File: src/logic/ppfd_pkg.sv
package ppfd_pkg;

  // ------------------------------------------------------------
  // register indices; byte address is four times the index
  // ------------------------------------------------------------
  localparam logic [31:0] PA_DATA_IDX = 32'hffff8382;
  localparam logic [31:0] PE_DIR_IDX = 32'hffff8384;
  localparam logic [31:0] PE_FUNC_IDX = 32'hffff8386;
  localparam logic [31:0] PD_MODE_IDX = 32'hffff8388;

  // ------------------------------------------------------------
  // writable bit masks and reset values
  // ------------------------------------------------------------
  localparam logic [15:0] PA_DATA_MASK = 16'hdfff;
  localparam logic [15:0] PE_DIR_MASK = 16'h7ff5;
  localparam logic [15:0] PE_FUNC_MASK = 16'h5511;
  localparam logic [15:0] PD_MODE_MASK = 16'h0001;
  localparam logic [15:0] REG_RESET = 16'h0000;

  // ------------------------------------------------------------
  // function-select bit of each timer pin, and the port D mode bit
  // ------------------------------------------------------------
  localparam int FN_PIN7 = 14;
  localparam int FN_PIN6 = 12;
  localparam int FN_PIN5 = 10;
  localparam int FN_PIN4 = 8;
  localparam int FN_PIN2 = 4;
  localparam int FN_PIN0 = 0;
  localparam int PD_MODE_BIT = 0;

  typedef struct packed {
    logic [31:0] paddr;
    logic psel;
    logic penable;
    logic pwrite;
    logic [31:0] pwdata;
    logic [3:0] pstrb;
  } ppfd_apb_req_type;

  typedef struct packed {
    logic [31:0] prdata;
    logic pready;
    logic pslverr;
  } ppfd_apb_rsp_type;

  typedef struct packed {
    logic ch2CaptureB;
    logic ch2CaptureA;
    logic ch1CaptureB;
    logic ch1CaptureA;
    logic ch0CaptureC;
    logic ch0CaptureA;
  } ppfd_timer_type;

  typedef enum logic [1:0] {
    SEL_PA_DATA,
    SEL_PE_DIR,
    SEL_PE_FUNC,
    SEL_PD_MODE
  } ppfd_sel_type;

endpackage

File: src/logic/ppfd_apb_port.sv
`timescale 1ns/1ps
module ppfd_apb_port
  import ppfd_pkg::*;
(
  input wire ppfd_apb_req_type req,
  output logic setup,
  output logic wrEn,
  output logic mapped,
  output ppfd_sel_type sel
);

  // ------------------------------------------------------------
  // decode on the word index; top two index bits fall off
  // ------------------------------------------------------------
  logic [29:0] idx;

  assign idx = req.paddr[31:2];
  assign setup = req.psel & ~req.penable;
  assign wrEn = req.psel & req.penable & req.pwrite & mapped;

  always_comb begin
    mapped = 1'b1;
    sel = SEL_PA_DATA;
    if (idx == PA_DATA_IDX[29:0]) begin
      sel = SEL_PA_DATA;
    end else if (idx == PE_DIR_IDX[29:0]) begin
      sel = SEL_PE_DIR;
    end else if (idx == PE_FUNC_IDX[29:0]) begin
      sel = SEL_PE_FUNC;
    end else if (idx == PD_MODE_IDX[29:0]) begin
      sel = SEL_PD_MODE;
    end else begin
      mapped = 1'b0;
    end
  end

endmodule

File: src/logic/ppfd_pin_mux.sv
`timescale 1ns/1ps
module ppfd_pin_mux (
  input wire logic altSel,
  input wire logic genOut,
  input wire logic genOe,
  input wire logic altOut,
  input wire logic altOe,
  output logic pinOut,
  output logic pinOe
);

  // one pin: general path or alternate function
  assign pinOut = altSel ? altOut : genOut;
  assign pinOe = altSel ? altOe : genOe;

endmodule

File: src/logic/ppfd_port_pins.sv
// Function
// (RULE1) port E direction 1 drives, 0 inputs
// (RULE2) port E direction ignored in other functions; here the timer function also takes its output enable from it
// (RULE3) port E direction bits 15,3,1 read zero
// (RULE4) port E direction cleared by power-on reset only
// (RULE5) port E function cleared by power-on reset only
// (RULE6) function bit 14 selects pin7 timer ch2 B
// (RULE7) function bit 12 selects pin6 timer ch2 A
// (RULE8) function bit 10 selects pin5 timer ch1 B
// (RULE9) function bit 8 selects pin4 timer ch1 A
// (RULE10) function bit 4 selects pin2 timer ch0 C
// (RULE11) function bit 0 selects pin0 timer ch0 A
// (RULE12) reserved function bits read zero, write zero
// (RULE13) port D mode bit routes pin0 to bus
// (RULE14) port A general output drives stored bit
// (RULE15) port A general input reads pin level
// (RULE16) port A input alternate: read pin, store
// (RULE17) port A output alternate: read stored bit
// (RULE18) port A data cleared by power-on reset only
// (RULE19) port A data at its address, byte lanes
// (RULE20) timer pin output comes from timer channel
`timescale 1ns/1ps
module ppfd_port_pins
  import ppfd_pkg::*;
(
  input wire logic clock,
  input wire logic srst,
  input wire ppfd_apb_req_type apbReq,
  output ppfd_apb_rsp_type apbRsp,
  input wire logic [15:0] paDirection,
  input wire logic [15:0] paGeneral,
  input wire logic [15:0] paAltOut,
  input wire logic [15:0] paAltOe,
  input wire logic [15:0] paIn,
  output logic [15:0] paOut,
  output logic [15:0] paOe,
  input wire logic [15:0] peGenOut,
  input wire logic [15:0] peIn,
  output logic [15:0] peOut,
  output logic [15:0] peOe,
  input wire ppfd_timer_type timerOut,
  output ppfd_timer_type timerIn,
  input wire logic pdGenOut,
  input wire logic pdGenOe,
  input wire logic busD0Out,
  input wire logic busD0Oe,
  input wire logic pdIn,
  output logic pd0Out,
  output logic pd0Oe,
  output logic busD0In,
  output logic pdModeBus
);

  // ------------------------------------------------------------
  // state
  // ------------------------------------------------------------
  typedef struct packed {
    logic [15:0] paData;
    logic [15:0] peDir;
    logic [15:0] peFunc;
    logic [15:0] pdMode;
    logic [31:0] rdData;
    logic rdErr;
  } ppfd_state_type;

  ppfd_state_type st_r;
  ppfd_state_type st_nxt;

  logic setup;
  logic wrEn;
  logic mapped;
  ppfd_sel_type sel;
  logic [15:0] paView;
  logic [15:0] wrMerged;
  logic [15:0] regOld;
  logic [15:0] regRead;
  logic [15:0] peAltSel;
  logic [15:0] peAltOut;
  logic [15:0] peGenOe;
  logic [15:0] peAltOe;

  // ------------------------------------------------------------
  // bus decode
  // ------------------------------------------------------------
  ppfd_apb_port apbPort (
    .req(apbReq),
    .setup(setup),
    .wrEn(wrEn),
    .mapped(mapped),
    .sel(sel)
  );

  // ------------------------------------------------------------
  // port A read view
  // ------------------------------------------------------------
  // direction alone picks pin or storage, function is irrelevant
  always_comb begin
    for (int i = 0; i < 16; i++) begin
      if (paDirection[i]) begin
        paView[i] = st_r.paData[i]; // [RULE14] [RULE17]
      end else begin
        paView[i] = paIn[i]; // [RULE15] [RULE16]
      end
    end
    paView = paView & PA_DATA_MASK;
  end

  // ------------------------------------------------------------
  // register select, read and byte-lane merge
  // ------------------------------------------------------------
  always_comb begin
    regOld = st_r.paData;
    regRead = paView;
    unique case (sel)
      SEL_PA_DATA: begin
        regOld = st_r.paData;
        regRead = paView;
      end
      SEL_PE_DIR: begin
        regOld = st_r.peDir;
        regRead = st_r.peDir & PE_DIR_MASK; // [RULE3]
      end
      SEL_PE_FUNC: begin
        regOld = st_r.peFunc;
        regRead = st_r.peFunc & PE_FUNC_MASK; // [RULE12]
      end
      SEL_PD_MODE: begin
        regOld = st_r.pdMode;
        regRead = st_r.pdMode & PD_MODE_MASK;
      end
    endcase
  end

  // 8- and 16-bit accesses arrive as lane strobes
  always_comb begin
    wrMerged = regOld;
    if (apbReq.pstrb[0]) begin
      wrMerged[7:0] = apbReq.pwdata[7:0]; // [RULE19]
    end
    if (apbReq.pstrb[1]) begin
      wrMerged[15:8] = apbReq.pwdata[15:8]; // [RULE19]
    end
  end

  // ------------------------------------------------------------
  // next state
  // ------------------------------------------------------------
  always_comb begin
    st_nxt = st_r;
    // read data captured in setup so that prdata is a flop
    if (setup) begin
      st_nxt.rdData = {16'h0000, regRead};
      st_nxt.rdErr = ~mapped;
      if (!mapped || apbReq.pwrite) begin
        st_nxt.rdData = 32'h00000000;
      end
    end
    if (wrEn) begin
      unique case (sel)
        SEL_PA_DATA: begin
          // storage always updates; pin only follows if general output
          st_nxt.paData = wrMerged & PA_DATA_MASK; // [RULE15] [RULE16] [RULE17]
        end
        SEL_PE_DIR: begin
          st_nxt.peDir = wrMerged & PE_DIR_MASK; // [RULE3]
        end
        SEL_PE_FUNC: begin
          // reserved bits are not stored even if software sets them
          st_nxt.peFunc = wrMerged & PE_FUNC_MASK; // [RULE12]
        end
        SEL_PD_MODE: begin
          st_nxt.pdMode = wrMerged & PD_MODE_MASK;
        end
      endcase
    end
  end

  // ------------------------------------------------------------
  // registers
  // ------------------------------------------------------------
  // srst is the external power-on reset; watchdog reset,
  // standby and sleep never reach this block, so data is kept
  always_ff @(posedge clock) begin
    if (srst) begin
      st_r.paData <= REG_RESET; // [RULE18] [RULE19]
      st_r.peDir <= REG_RESET; // [RULE4]
      st_r.peFunc <= REG_RESET; // [RULE5]
      st_r.pdMode <= REG_RESET; // [RULE13]
      st_r.rdData <= 32'h00000000;
      st_r.rdErr <= 1'b0;
    end else begin
      st_r <= st_nxt;
    end
  end

  // ------------------------------------------------------------
  // bus answer
  // ------------------------------------------------------------
  // zero wait states: access phase always completes at once
  assign apbRsp.prdata = st_r.rdData;
  assign apbRsp.pready = 1'b1;
  assign apbRsp.pslverr = st_r.rdErr & apbReq.psel & apbReq.penable;

  // ------------------------------------------------------------
  // port A pins
  // ------------------------------------------------------------
  genvar g;
  generate
    for (g = 0; g < 16; g++) begin : genPa
      ppfd_pin_mux paMux (
        .altSel(~paGeneral[g]),
        .genOut(st_r.paData[g]), // [RULE14]
        .genOe(paDirection[g] & PA_DATA_MASK[g]), // [RULE14] [RULE15]
        .altOut(paAltOut[g]), // [RULE16] [RULE17]
        .altOe(paAltOe[g]),
        .pinOut(paOut[g]),
        .pinOe(paOe[g])
      );
    end
  endgenerate

  // ------------------------------------------------------------
  // port E function select
  // ------------------------------------------------------------
  always_comb begin
    peAltSel = 16'h0000;
    peAltOut = 16'h0000;
    peAltSel[7] = st_r.peFunc[FN_PIN7]; // [RULE6]
    peAltSel[6] = st_r.peFunc[FN_PIN6]; // [RULE7]
    peAltSel[5] = st_r.peFunc[FN_PIN5]; // [RULE8]
    peAltSel[4] = st_r.peFunc[FN_PIN4]; // [RULE9]
    peAltSel[2] = st_r.peFunc[FN_PIN2]; // [RULE10]
    peAltSel[0] = st_r.peFunc[FN_PIN0]; // [RULE11]
    peAltOut[7] = timerOut.ch2CaptureB; // [RULE20]
    peAltOut[6] = timerOut.ch2CaptureA; // [RULE20]
    peAltOut[5] = timerOut.ch1CaptureB; // [RULE20]
    peAltOut[4] = timerOut.ch1CaptureA; // [RULE20]
    peAltOut[2] = timerOut.ch0CaptureC; // [RULE20]
    peAltOut[0] = timerOut.ch0CaptureA; // [RULE20]
  end

  // both general and timer functions use the direction bit;
  // pins with no direction bit never drive
  assign peGenOe = st_r.peDir & PE_DIR_MASK; // [RULE1] [RULE2]
  assign peAltOe = st_r.peDir & PE_DIR_MASK; // [RULE1] [RULE20]

  // ------------------------------------------------------------
  // port E pins
  // ------------------------------------------------------------
  generate
    for (g = 0; g < 16; g++) begin : genPe
      ppfd_pin_mux peMux (
        .altSel(peAltSel[g]),
        .genOut(peGenOut[g]),
        .genOe(peGenOe[g]), // [RULE1]
        .altOut(peAltOut[g]),
        .altOe(peAltOe[g]), // [RULE1]
        .pinOut(peOut[g]),
        .pinOe(peOe[g])
      );
    end
  endgenerate

  // capture inputs see the pin whatever the direction
  assign timerIn.ch2CaptureB = peIn[7];
  assign timerIn.ch2CaptureA = peIn[6];
  assign timerIn.ch1CaptureB = peIn[5];
  assign timerIn.ch1CaptureA = peIn[4];
  assign timerIn.ch0CaptureC = peIn[2];
  assign timerIn.ch0CaptureA = peIn[0];

  // ------------------------------------------------------------
  // port D pin 0
  // ------------------------------------------------------------
  ppfd_pin_mux pdMux (
    .altSel(st_r.pdMode[PD_MODE_BIT]), // [RULE13]
    .genOut(pdGenOut),
    .genOe(pdGenOe),
    .altOut(busD0Out), // [RULE13]
    .altOe(busD0Oe),
    .pinOut(pd0Out),
    .pinOe(pd0Oe)
  );

  assign busD0In = pdIn;
  assign pdModeBus = st_r.pdMode[PD_MODE_BIT];

endmodule

File: config.mk
export PLATFORM = sky130hd
export DESIGN_NAME = ppfd_port_pins
export DESIGN_NICKNAME = d
export VERILOG_FILES = /design/src/logic/ppfd_pkg.sv /design/src/logic/ppfd_apb_port.sv /design/src/logic/ppfd_pin_mux.sv /design/src/logic/ppfd_port_pins.sv
export SDC_FILE = /design/constraint.sdc
export NUM_CORES = 1
export LEC_CHECK = 0
export ABC_AREA = 1
export ABC_CLOCK_PERIOD_IN_PS = 3300
export CAP_MARGIN = 20
export CORE_AREA = 2 2 117 119
export DETAILED_ROUTE_END_ITERATION = 10
export DIE_AREA = 0 0 119 121
export DONT_BUFFER_PORTS = 1
export MAX_ROUTING_LAYER = met4
export SYNTH_ARGS = -nofsm -noshare
export SYNTH_HDL_FRONTEND = slang
export SYNTH_SLANG_ARGS = --single-unit
File: constraint.sdc
create_clock -name clock -period 3.3 [get_ports clock]
set_input_delay 0.165 -clock clock [delete_from_list [all_inputs] [get_ports clock]]
set_output_delay 0.165 -clock clock [all_outputs]
set_load 0.1 [all_outputs]
# After elaboration in Yosys (flattened, before gate mapping)
# Cells that the tools add are included.
# Widths: inputs -> output; s select.
# totals
out_inout_bits	108
register_bits	68
in_bits	196
elab_cells	105
# classes
bitwise_logic	8
n_reduce_logical	12
n_eq_ne	8
muxes	68
# op_table
op	n
$eq 30x30->1 const B	4
$pmux 16 s4	1
$mux 1	59
$pmux 16 s3	1
$mux 16	1
$mux 8	2
$reduce_and 3->1	3
$mux 2	4
$reduce_and 2->1	4
$reduce_bool 4->1	2
$and 1x1->1	6
$eq 2x2->1 const B	2
$eq 2x1->1 const B	1
$logic_not 2->1	1
$ne 2x2->1 const B	1
$not 1->1	2
$logic_not 1->1	1
$logic_or 1x1->1	1

# Depth between registers and ports, before layout
# Gate-level depths: netlist (run 1).
# depth
ltp_word	8
depth_mapped	15

# Cells and area by module
# Synthesis (run 1) repeated with hierarchy kept, for this count alone.
# hier_totals
hier_cells	700
area_unflattened_um2	3963.8
# by_module_without_submodules
module	area_per_inst_um2	seq_area_each_um2	n_inst	cells_per_inst
ppfd_port_pins	2788.9	1041.0	1	404
ppfd_pin_mux	26.3	0.0	33	7
ppfd_apb_port	307.8	0.0	1	65

# Least setup slack after synthesis (run 1)
# Ideal clock, no wire load.
# synth_timing
path_type	flip-flop to output port
start	register st_r (netlist bit pdModeBus)
end	output port pd0Oe
stages_incl_launch_ff	3
arrival_time_ps	1764
slack_ps	1371
cell_sequence	dfxtp_1 -> nand2_1 -> nand2_1
# synth_via
elab_chain_len	1
# synth_lines
item	line	source
from (decl)	ppfd_port_pins.sv:66	ppfd_state_type st_r;
from (signal assigned)	ppfd_port_pins.sv:192	st_r <= st_nxt;
$mux 1	ppfd_pin_mux.sv:14	assign pinOe = altSel ? altOe : genOe;
to (decl)	ppfd_port_pins.sv:49	output logic pd0Oe,
# Every way passes these cells.

# Worst setup path in the final report (run 1)
# layout_timing
start	register st_r (netlist bit pdModeBus)
end	output port pd0Out
# layout_via
elab_chain_len	1
# layout_lines
item	line	source
$mux 1	ppfd_pin_mux.sv:13	assign pinOut = altSel ? altOut : genOut;
to (decl)	ppfd_port_pins.sv:48	output logic pd0Out,
# Every way passes these cells.

==> results.toml, run 1 <==
[run_status]
outcome = "completed"

[critical_path]
timing.critical_path.fanout_max = 5
worstPathCellList = "buf_4 -> inv_1 -> nand2_1 -> nand2_1"
critPathMaxStageDelay_ns = 0.68
required_time_at_the_endpoint_of_the_critical_path_ns = 3.13
worst_setup_path_start_kind = "flip-flop"
arrival_time_at_the_worst_endpoint_ns = 1.71
timing.critical_path.mode_cell = "nand2_1"
worst_path_max_delay_cell = "nand2_1"
critical_path_end_type = "primary output"
critical_setup_path_class = "flip-flop to primary output"

[detailed_routing]
detailroute.via_count = 3706
post_route_antenna_net_violation_count = 0
detail_route.first_pass.iterations = 5
drc = 0
detailedRoute.firstIterationViolations = 166
aggregate_routed_wire_length_mm = 12.80
drt-wirelength-per-cell_um = 16.50
route.detailed.vias_per_inst = 4.776

[finish]
num_antenna_cells = 0
commonest_non_fill_non_tap_cell_in_the_layout = "nand2_1"
syn2layout_area_growth_pct = -3.364
layout_common_cells = "nand2_1, nor2_1, inv_1"
finalNetCount = 795
drive_above_1_share_pct = 20.67

[yosys]
post_synth_inst_count = 669
syn-mean-instance-area_sq_um = 6.561
synth_seq_area_share_pct = 23.72
synth_warnings = 0
netlist_area_sq_um = 4389
synthDistinctLibCells = 28
synth.ff_latch_count = 52

[placed_design]
gp_congestion = 0.7840
dp_hpwl_mm = 10.05
port_buffers = 0

[timing]
rsz0062_at_grt = "no"
report.final.setup_viol = 0
fin_hold_ws_ns = 0.009109
tightestPinTransition_ns = 1.186
final_max_slew_violation_count = 0
max_freq_mhz = 532.5
timing.final.crit_share_pct = 56.91
hold_violations = 0
setup_total_negative_slack_ns = 0
timing.final.crit_period_ns = 1.878
timing.max_slew.rel_slack_pct = 20.99
final.setup_skew_ns = 0.005130

[clock_tree]
clock_tree.htree_level_count = 2
cts_sinks = 52
cts_root_buf = "clkbuf_16"
post_cts.resized_instances = 0
tritoncts.num_buffers = 5
cts_buffer_depth = 2
clk_pin_slew_worst_paths_ns = 0.07
cts_tree = "done"
clock_latency_ns = 0.30

[run]
maxCapViolations = 0

[floorplanning]
die_area_sq_um = 14400
chipHeight_um = 121
core_area_sq_um = 13090
starting_density_pct = 33.54
die_x_um = 119
floorplan.rows = 42
ioPinCount = 304

[pwr]
worst_ir_drop_vdd_mv = 0.2113
power.static_leakage_nw = 1.867
report.power.total_mw = 1.732
ratio_of_total_power_to_cell_area_nw_per_um2 = 408.2

[global_route]
globalRouteOverflowTotal = 0
gr-usage-all-layers_pct = 17.33
grt_start_max_net_pins = 34
grt_pass1_vias = 3344
grt_pass1_wl_mm = 18.29
antenna_found_initial = 0

[min_path]
hp-class = "primary input to flip-flop"
[critical path: cells and delay by family, from the launching register on]
kind,cells,cell delay [ns]
simple gates,2,0.74
buf+inv,2,0.37
flops,1,0.30
[cell families after synthesis]
group | count (synthesis) | synth area share [%]
simple gates | 305 | 30.76
buf+inv | 192 | 26.20
compound gates | 85 | 11.03
flops | 52 | 23.72
mux | 33 | 8.124
other cells | 2 | 0.1711
[cells in the mapped netlist (all sizes together)]
master / n / area share (%)
buf: 116 / 20
a21oi: 59 / 7.8
mux2: 21 / 5.4
clkbuf: 6 / 0.51
o211ai: 1 / 0.17
dfxtp: 52 / 24
inv: 68 / 5.8
nand2: 170 / 15
or2: 12 / 1.7
clkinv: 2 / 0.17
nand3b: 2 / 0.34
conb: 2 / 0.17
o21ai: 22 / 2.5
nand4: 18 / 2.6
nand3: 28 / 3.6
nor3: 2 / 0.46
a22oi: 3 / 0.51
nor2: 73 / 7.2
mux2i: 12 / 2.7
[final cells by class]
class / instances / area (sq um)
Fill cell: 1477 / 8843
Tap cell: 176 / 220.2
Inverter: 70 / 262.8
Clock inverter: 3 / 42.54
Clock buffer: 5 / 125.1
Sequential cell: 52 / 1041
Timing Repair Buffer: 27 / 220.2
Multi-Input combinational cell: 443 / 2330
[path summary, 6_finish.rpt]
check	end	cells after the start	slack, ns	from
setup / recovery	pd0Out	4	1.42	pdModeBus$_SDFFE_PP0P_
hold / removal	st_r[96]$_SDFFE_PP0P_	2	0.009	apbReq[19]
setup reg to reg	apbRsp[15]$_SDFFE_PP0P_	2	1.91	peAltOe[13]$_SDFFE_PP0P_
hold reg to reg	st_r[0]$_SDFFE_PP0P_	2	0.53	st_r[0]$_SDFFE_PP0P_
[routing by layer]
| layer | share of wire [%] | global-route usage [%] | up-vias |
|---|---|---|---|
| li1 | - | - | 1854 |
| met1 | 41 | 19.88 | 1642 |
| met2 | 51 | 31.54 | 201 |
| met3 | 7.4 | 3.383 | 9 |
| met4 | 0.86 | 3.423 | 0 |
| met5 | 0 | - | - |
[state kept, by name (all words and copies together) (netlist names)]
| signal | flops |
|---|---|
| apbRsp | 16 |
| st_r | 16 |
| peAltOe | 13 |
| peAltSel | 6 |
| pdModeBus | 1 |
[timing repair]
action	CTS	global route
hold buffers	4	0
setup buffers	0	0
hold endpoints to repair	19	0
[per-stage QoR]
stage               std cells  util, %  setup WS [ns]  area [sq um]
finish                    776    32.42          1.422          4242
CTS                       776    32.42          1.395          4242
floorplan                 687        -          1.371          4457
detailed placement        764    30.83          1.231          4034
global placement          763    30.71          1.214          4019
global route              776    32.42          1.352          4242
[report_power, final]
| part | internal, mW | total [mW] | switching [mW] |
|---|---|---|---|
| Sequential | 0.628 | 0.628 | 0.000491 |
| Clock | 0.357 | 0.614 | 0.257 |
| Combinational | 0.0667 | 0.489 | 0.422 |
(Power assumes the default switching activity.)
==> run 2: changes to the inputs <==
--- a/config.mk
+++ b/config.mk
@@ -6,7 +6,7 @@
 export NUM_CORES = 1
 export LEC_CHECK = 0
 export ABC_AREA = 1
-export ABC_CLOCK_PERIOD_IN_PS = 3300
+export ABC_CLOCK_PERIOD_IN_PS = 1600
 export CAP_MARGIN = 20
 export CORE_AREA = 2 2 117 119
 export DETAILED_ROUTE_END_ITERATION = 10
==> constraint.sdc (replaced) <==
create_clock -name clock -period 1.6 [get_ports clock]
set_input_delay 0.08 -clock clock [delete_from_list [all_inputs] [get_ports clock]]
set_output_delay 0.08 -clock clock [all_outputs]
set_load 0.1 [all_outputs]
==> run 2 against run 1 <==
Utilization grew 3.7 points; die area is the same; cell count grew 6.8%; cell area grew 11%; critical path depth grew 9; worst hold slack lost 0.0083 ns; critical path type is now primary input to flip-flop.
==> results.toml, run 2 (synthesis results as in run 1) <==
[run_status]
outcome = "completed"

[detailed_routing]
drc = 0
detailedRoute.firstIterationViolations = 166
drt-wirelength-per-cell_um = 15.46
post_route_antenna_net_violation_count = 0
detail_route.first_pass.iterations = 4
aggregate_routed_wire_length_mm = 12.81
route.detailed.vias_per_inst = 4.712
detailroute.via_count = 3906

[critical_path]
critPathMaxStageDelay_ns = 0.55
critical_path_end_type = "flip-flop"
timing.critical_path.mode_cell = "nor2_1"
critical_setup_path_class = "primary input to flip-flop"
timing.critical_path.fanout_max = 4
arrival_time_at_the_worst_endpoint_ns = 1.66
worstPathCellList = "inv_2 -> nand2_1 -> nor2_1 -> nand2_4 -> inv_2 -> nor2_4 -> nand2_2 -> nand3_4 -> nor2_4 -> nand2_2 -> nor2_1 -> dlygate4sd3_1 -> nor2_1"
worst_path_max_delay_cell = "dlygate4sd3_1"
required_time_at_the_endpoint_of_the_critical_path_ns = 1.79
worst_setup_path_start_kind = "primary input"

[pwr]
power.static_leakage_nw = 2.184
ratio_of_total_power_to_cell_area_nw_per_um2 = 753.0
worst_ir_drop_vdd_mv = 0.3651

[clock_tree]
cts_buffer_depth = 2
cts_tree = "done"
clock_latency_ns = 0.30
cts_sinks = 52
clock_tree.htree_level_count = 2
clk_pin_slew_worst_paths_ns = 0.07
cts_root_buf = "clkbuf_16"
tritoncts.num_buffers = 5

[floorplanning]
ioPinCount = 304
chipHeight_um = 121
die_area_sq_um = 14400
floorplan.rows = 42
starting_density_pct = 33.54
die_x_um = 119
core_area_sq_um = 13090

[global_route]
gr-usage-all-layers_pct = 17.63
grt_start_max_net_pins = 37
grt_pass1_wl_mm = 19.12
grt_pass1_vias = 3709
globalRouteOverflowTotal = 0
antenna_found_initial = 0

[timing]
report.final.setup_viol = 0
setup_total_negative_slack_ns = 0
final_max_slew_violation_count = 0
setup_slack_ns = 0.1372
timing.max_slew.rel_slack_pct = 56.65
rsz0062_at_grt = "no"
final.setup_skew_ns = 0.006943
fin_hold_ws_ns = 0.0008351
timing.final.crit_share_pct = 91.42
timing.final.crit_period_ns = 1.463
hold_violations = 0
max_freq_mhz = 683.6
tightestPinTransition_ns = 0.6481

[min_path]
hp-class = "primary input to flip-flop"

[finish]
layout_common_cells = "nand2_1, buf_4, nor2_1"
commonest_non_fill_non_tap_cell_in_the_layout = "nand2_1"
syn2layout_area_growth_pct = 7.725
final-instance-count-excl-fill = 829
num_antenna_cells = 0
drive_above_1_share_pct = 28.18
final_layout_fill_cell_count = 1426
register_area_sq_um = 1042
finalNetCount = 850
multi_input_comb_area_sq_um = 2355
final_area_sq_um = 4728

[run]
maxCapViolations = 0

[placed_design]
postPlaceCellArea_sq_um = 4451
port_buffers = 0
dpl.cell_count = 812
gp_congestion = 0.8016
dp_hpwl_mm = 10.29
detailedPlace.worstSlack_ns = 0.06505
==> run 2: per-layer routing <==
metal / vias up / routed length (um) / GRT usage (%)
met5: - / 0 / -
met4: 0 / 188 / 4.390
met3: 14 / 941 / 3.242
met2: 197 / 6466 / 31.97
met1: 1732 / 5217 / 20.08
li1: 1963 / - / -
==> run 2: through the flow <==
stage          power (mW)  util [%]
5_1_grt             3.676     36.14
2_1_floorplan       2.585         -
3_5_place_dp        2.358     34.01
6_report            3.560     36.14
3_3_place_gp        2.356     34.01
4_1_cts             3.595     35.66
==> run 2: path summary, 6_finish.rpt <==
check / endpoint / startpoint / slack (ns) / depth (start not counted)
hold / removal: st_r[96]$_SDFFE_PP0P_ / apbReq[1] / 0.0008 / 4
setup / recovery: st_r[96]$_SDFFE_PP0P_ / apbReq[43] / 0.14 / 13
hold reg to reg: apbRsp[13]$_SDFFE_PP0P_ / apbRsp[13]$_SDFFE_PP0P_ / 0.47 / 2
setup reg to reg: peAltSel[0]$_SDFFE_PP0P_ / peAltSel[0]$_SDFFE_PP0P_ / 0.47 / 6
==> run 2: power breakdown <==
part / leakage, nW / internal (mW) / total, mW / switching (mW)
clock: 0.0757 / 0.722 / 1.21 / 0.491
combinational: 1.69 / 0.169 / 1.05 / 0.882
sequential: 0.419 / 1.29 / 1.30 / 0.000804
==> run 2: repair_timing <==
item	CTS	global route
buffers inserted	0	6
endpoints found under the hold margin	20	0
setup endpoints to repair	0	1
hold buffers	6	0
gates resized for setup	0	9
==> run 2: final cells by class <==
type	count	share of cell area [%]
sequential	52	22.04
timing repair buffer	82	14.66
multi-input combinational	443	49.80
tap	176	4.657
clock inverter	1	0.6351
clock buffer	5	2.646
inverter	70	5.557
==> run 2: critical path: cells and delay by family <==
family,cells,cell delay [ns]
AND/OR/NAND/NOR,10,0.90
buffers and inverters,3,0.67
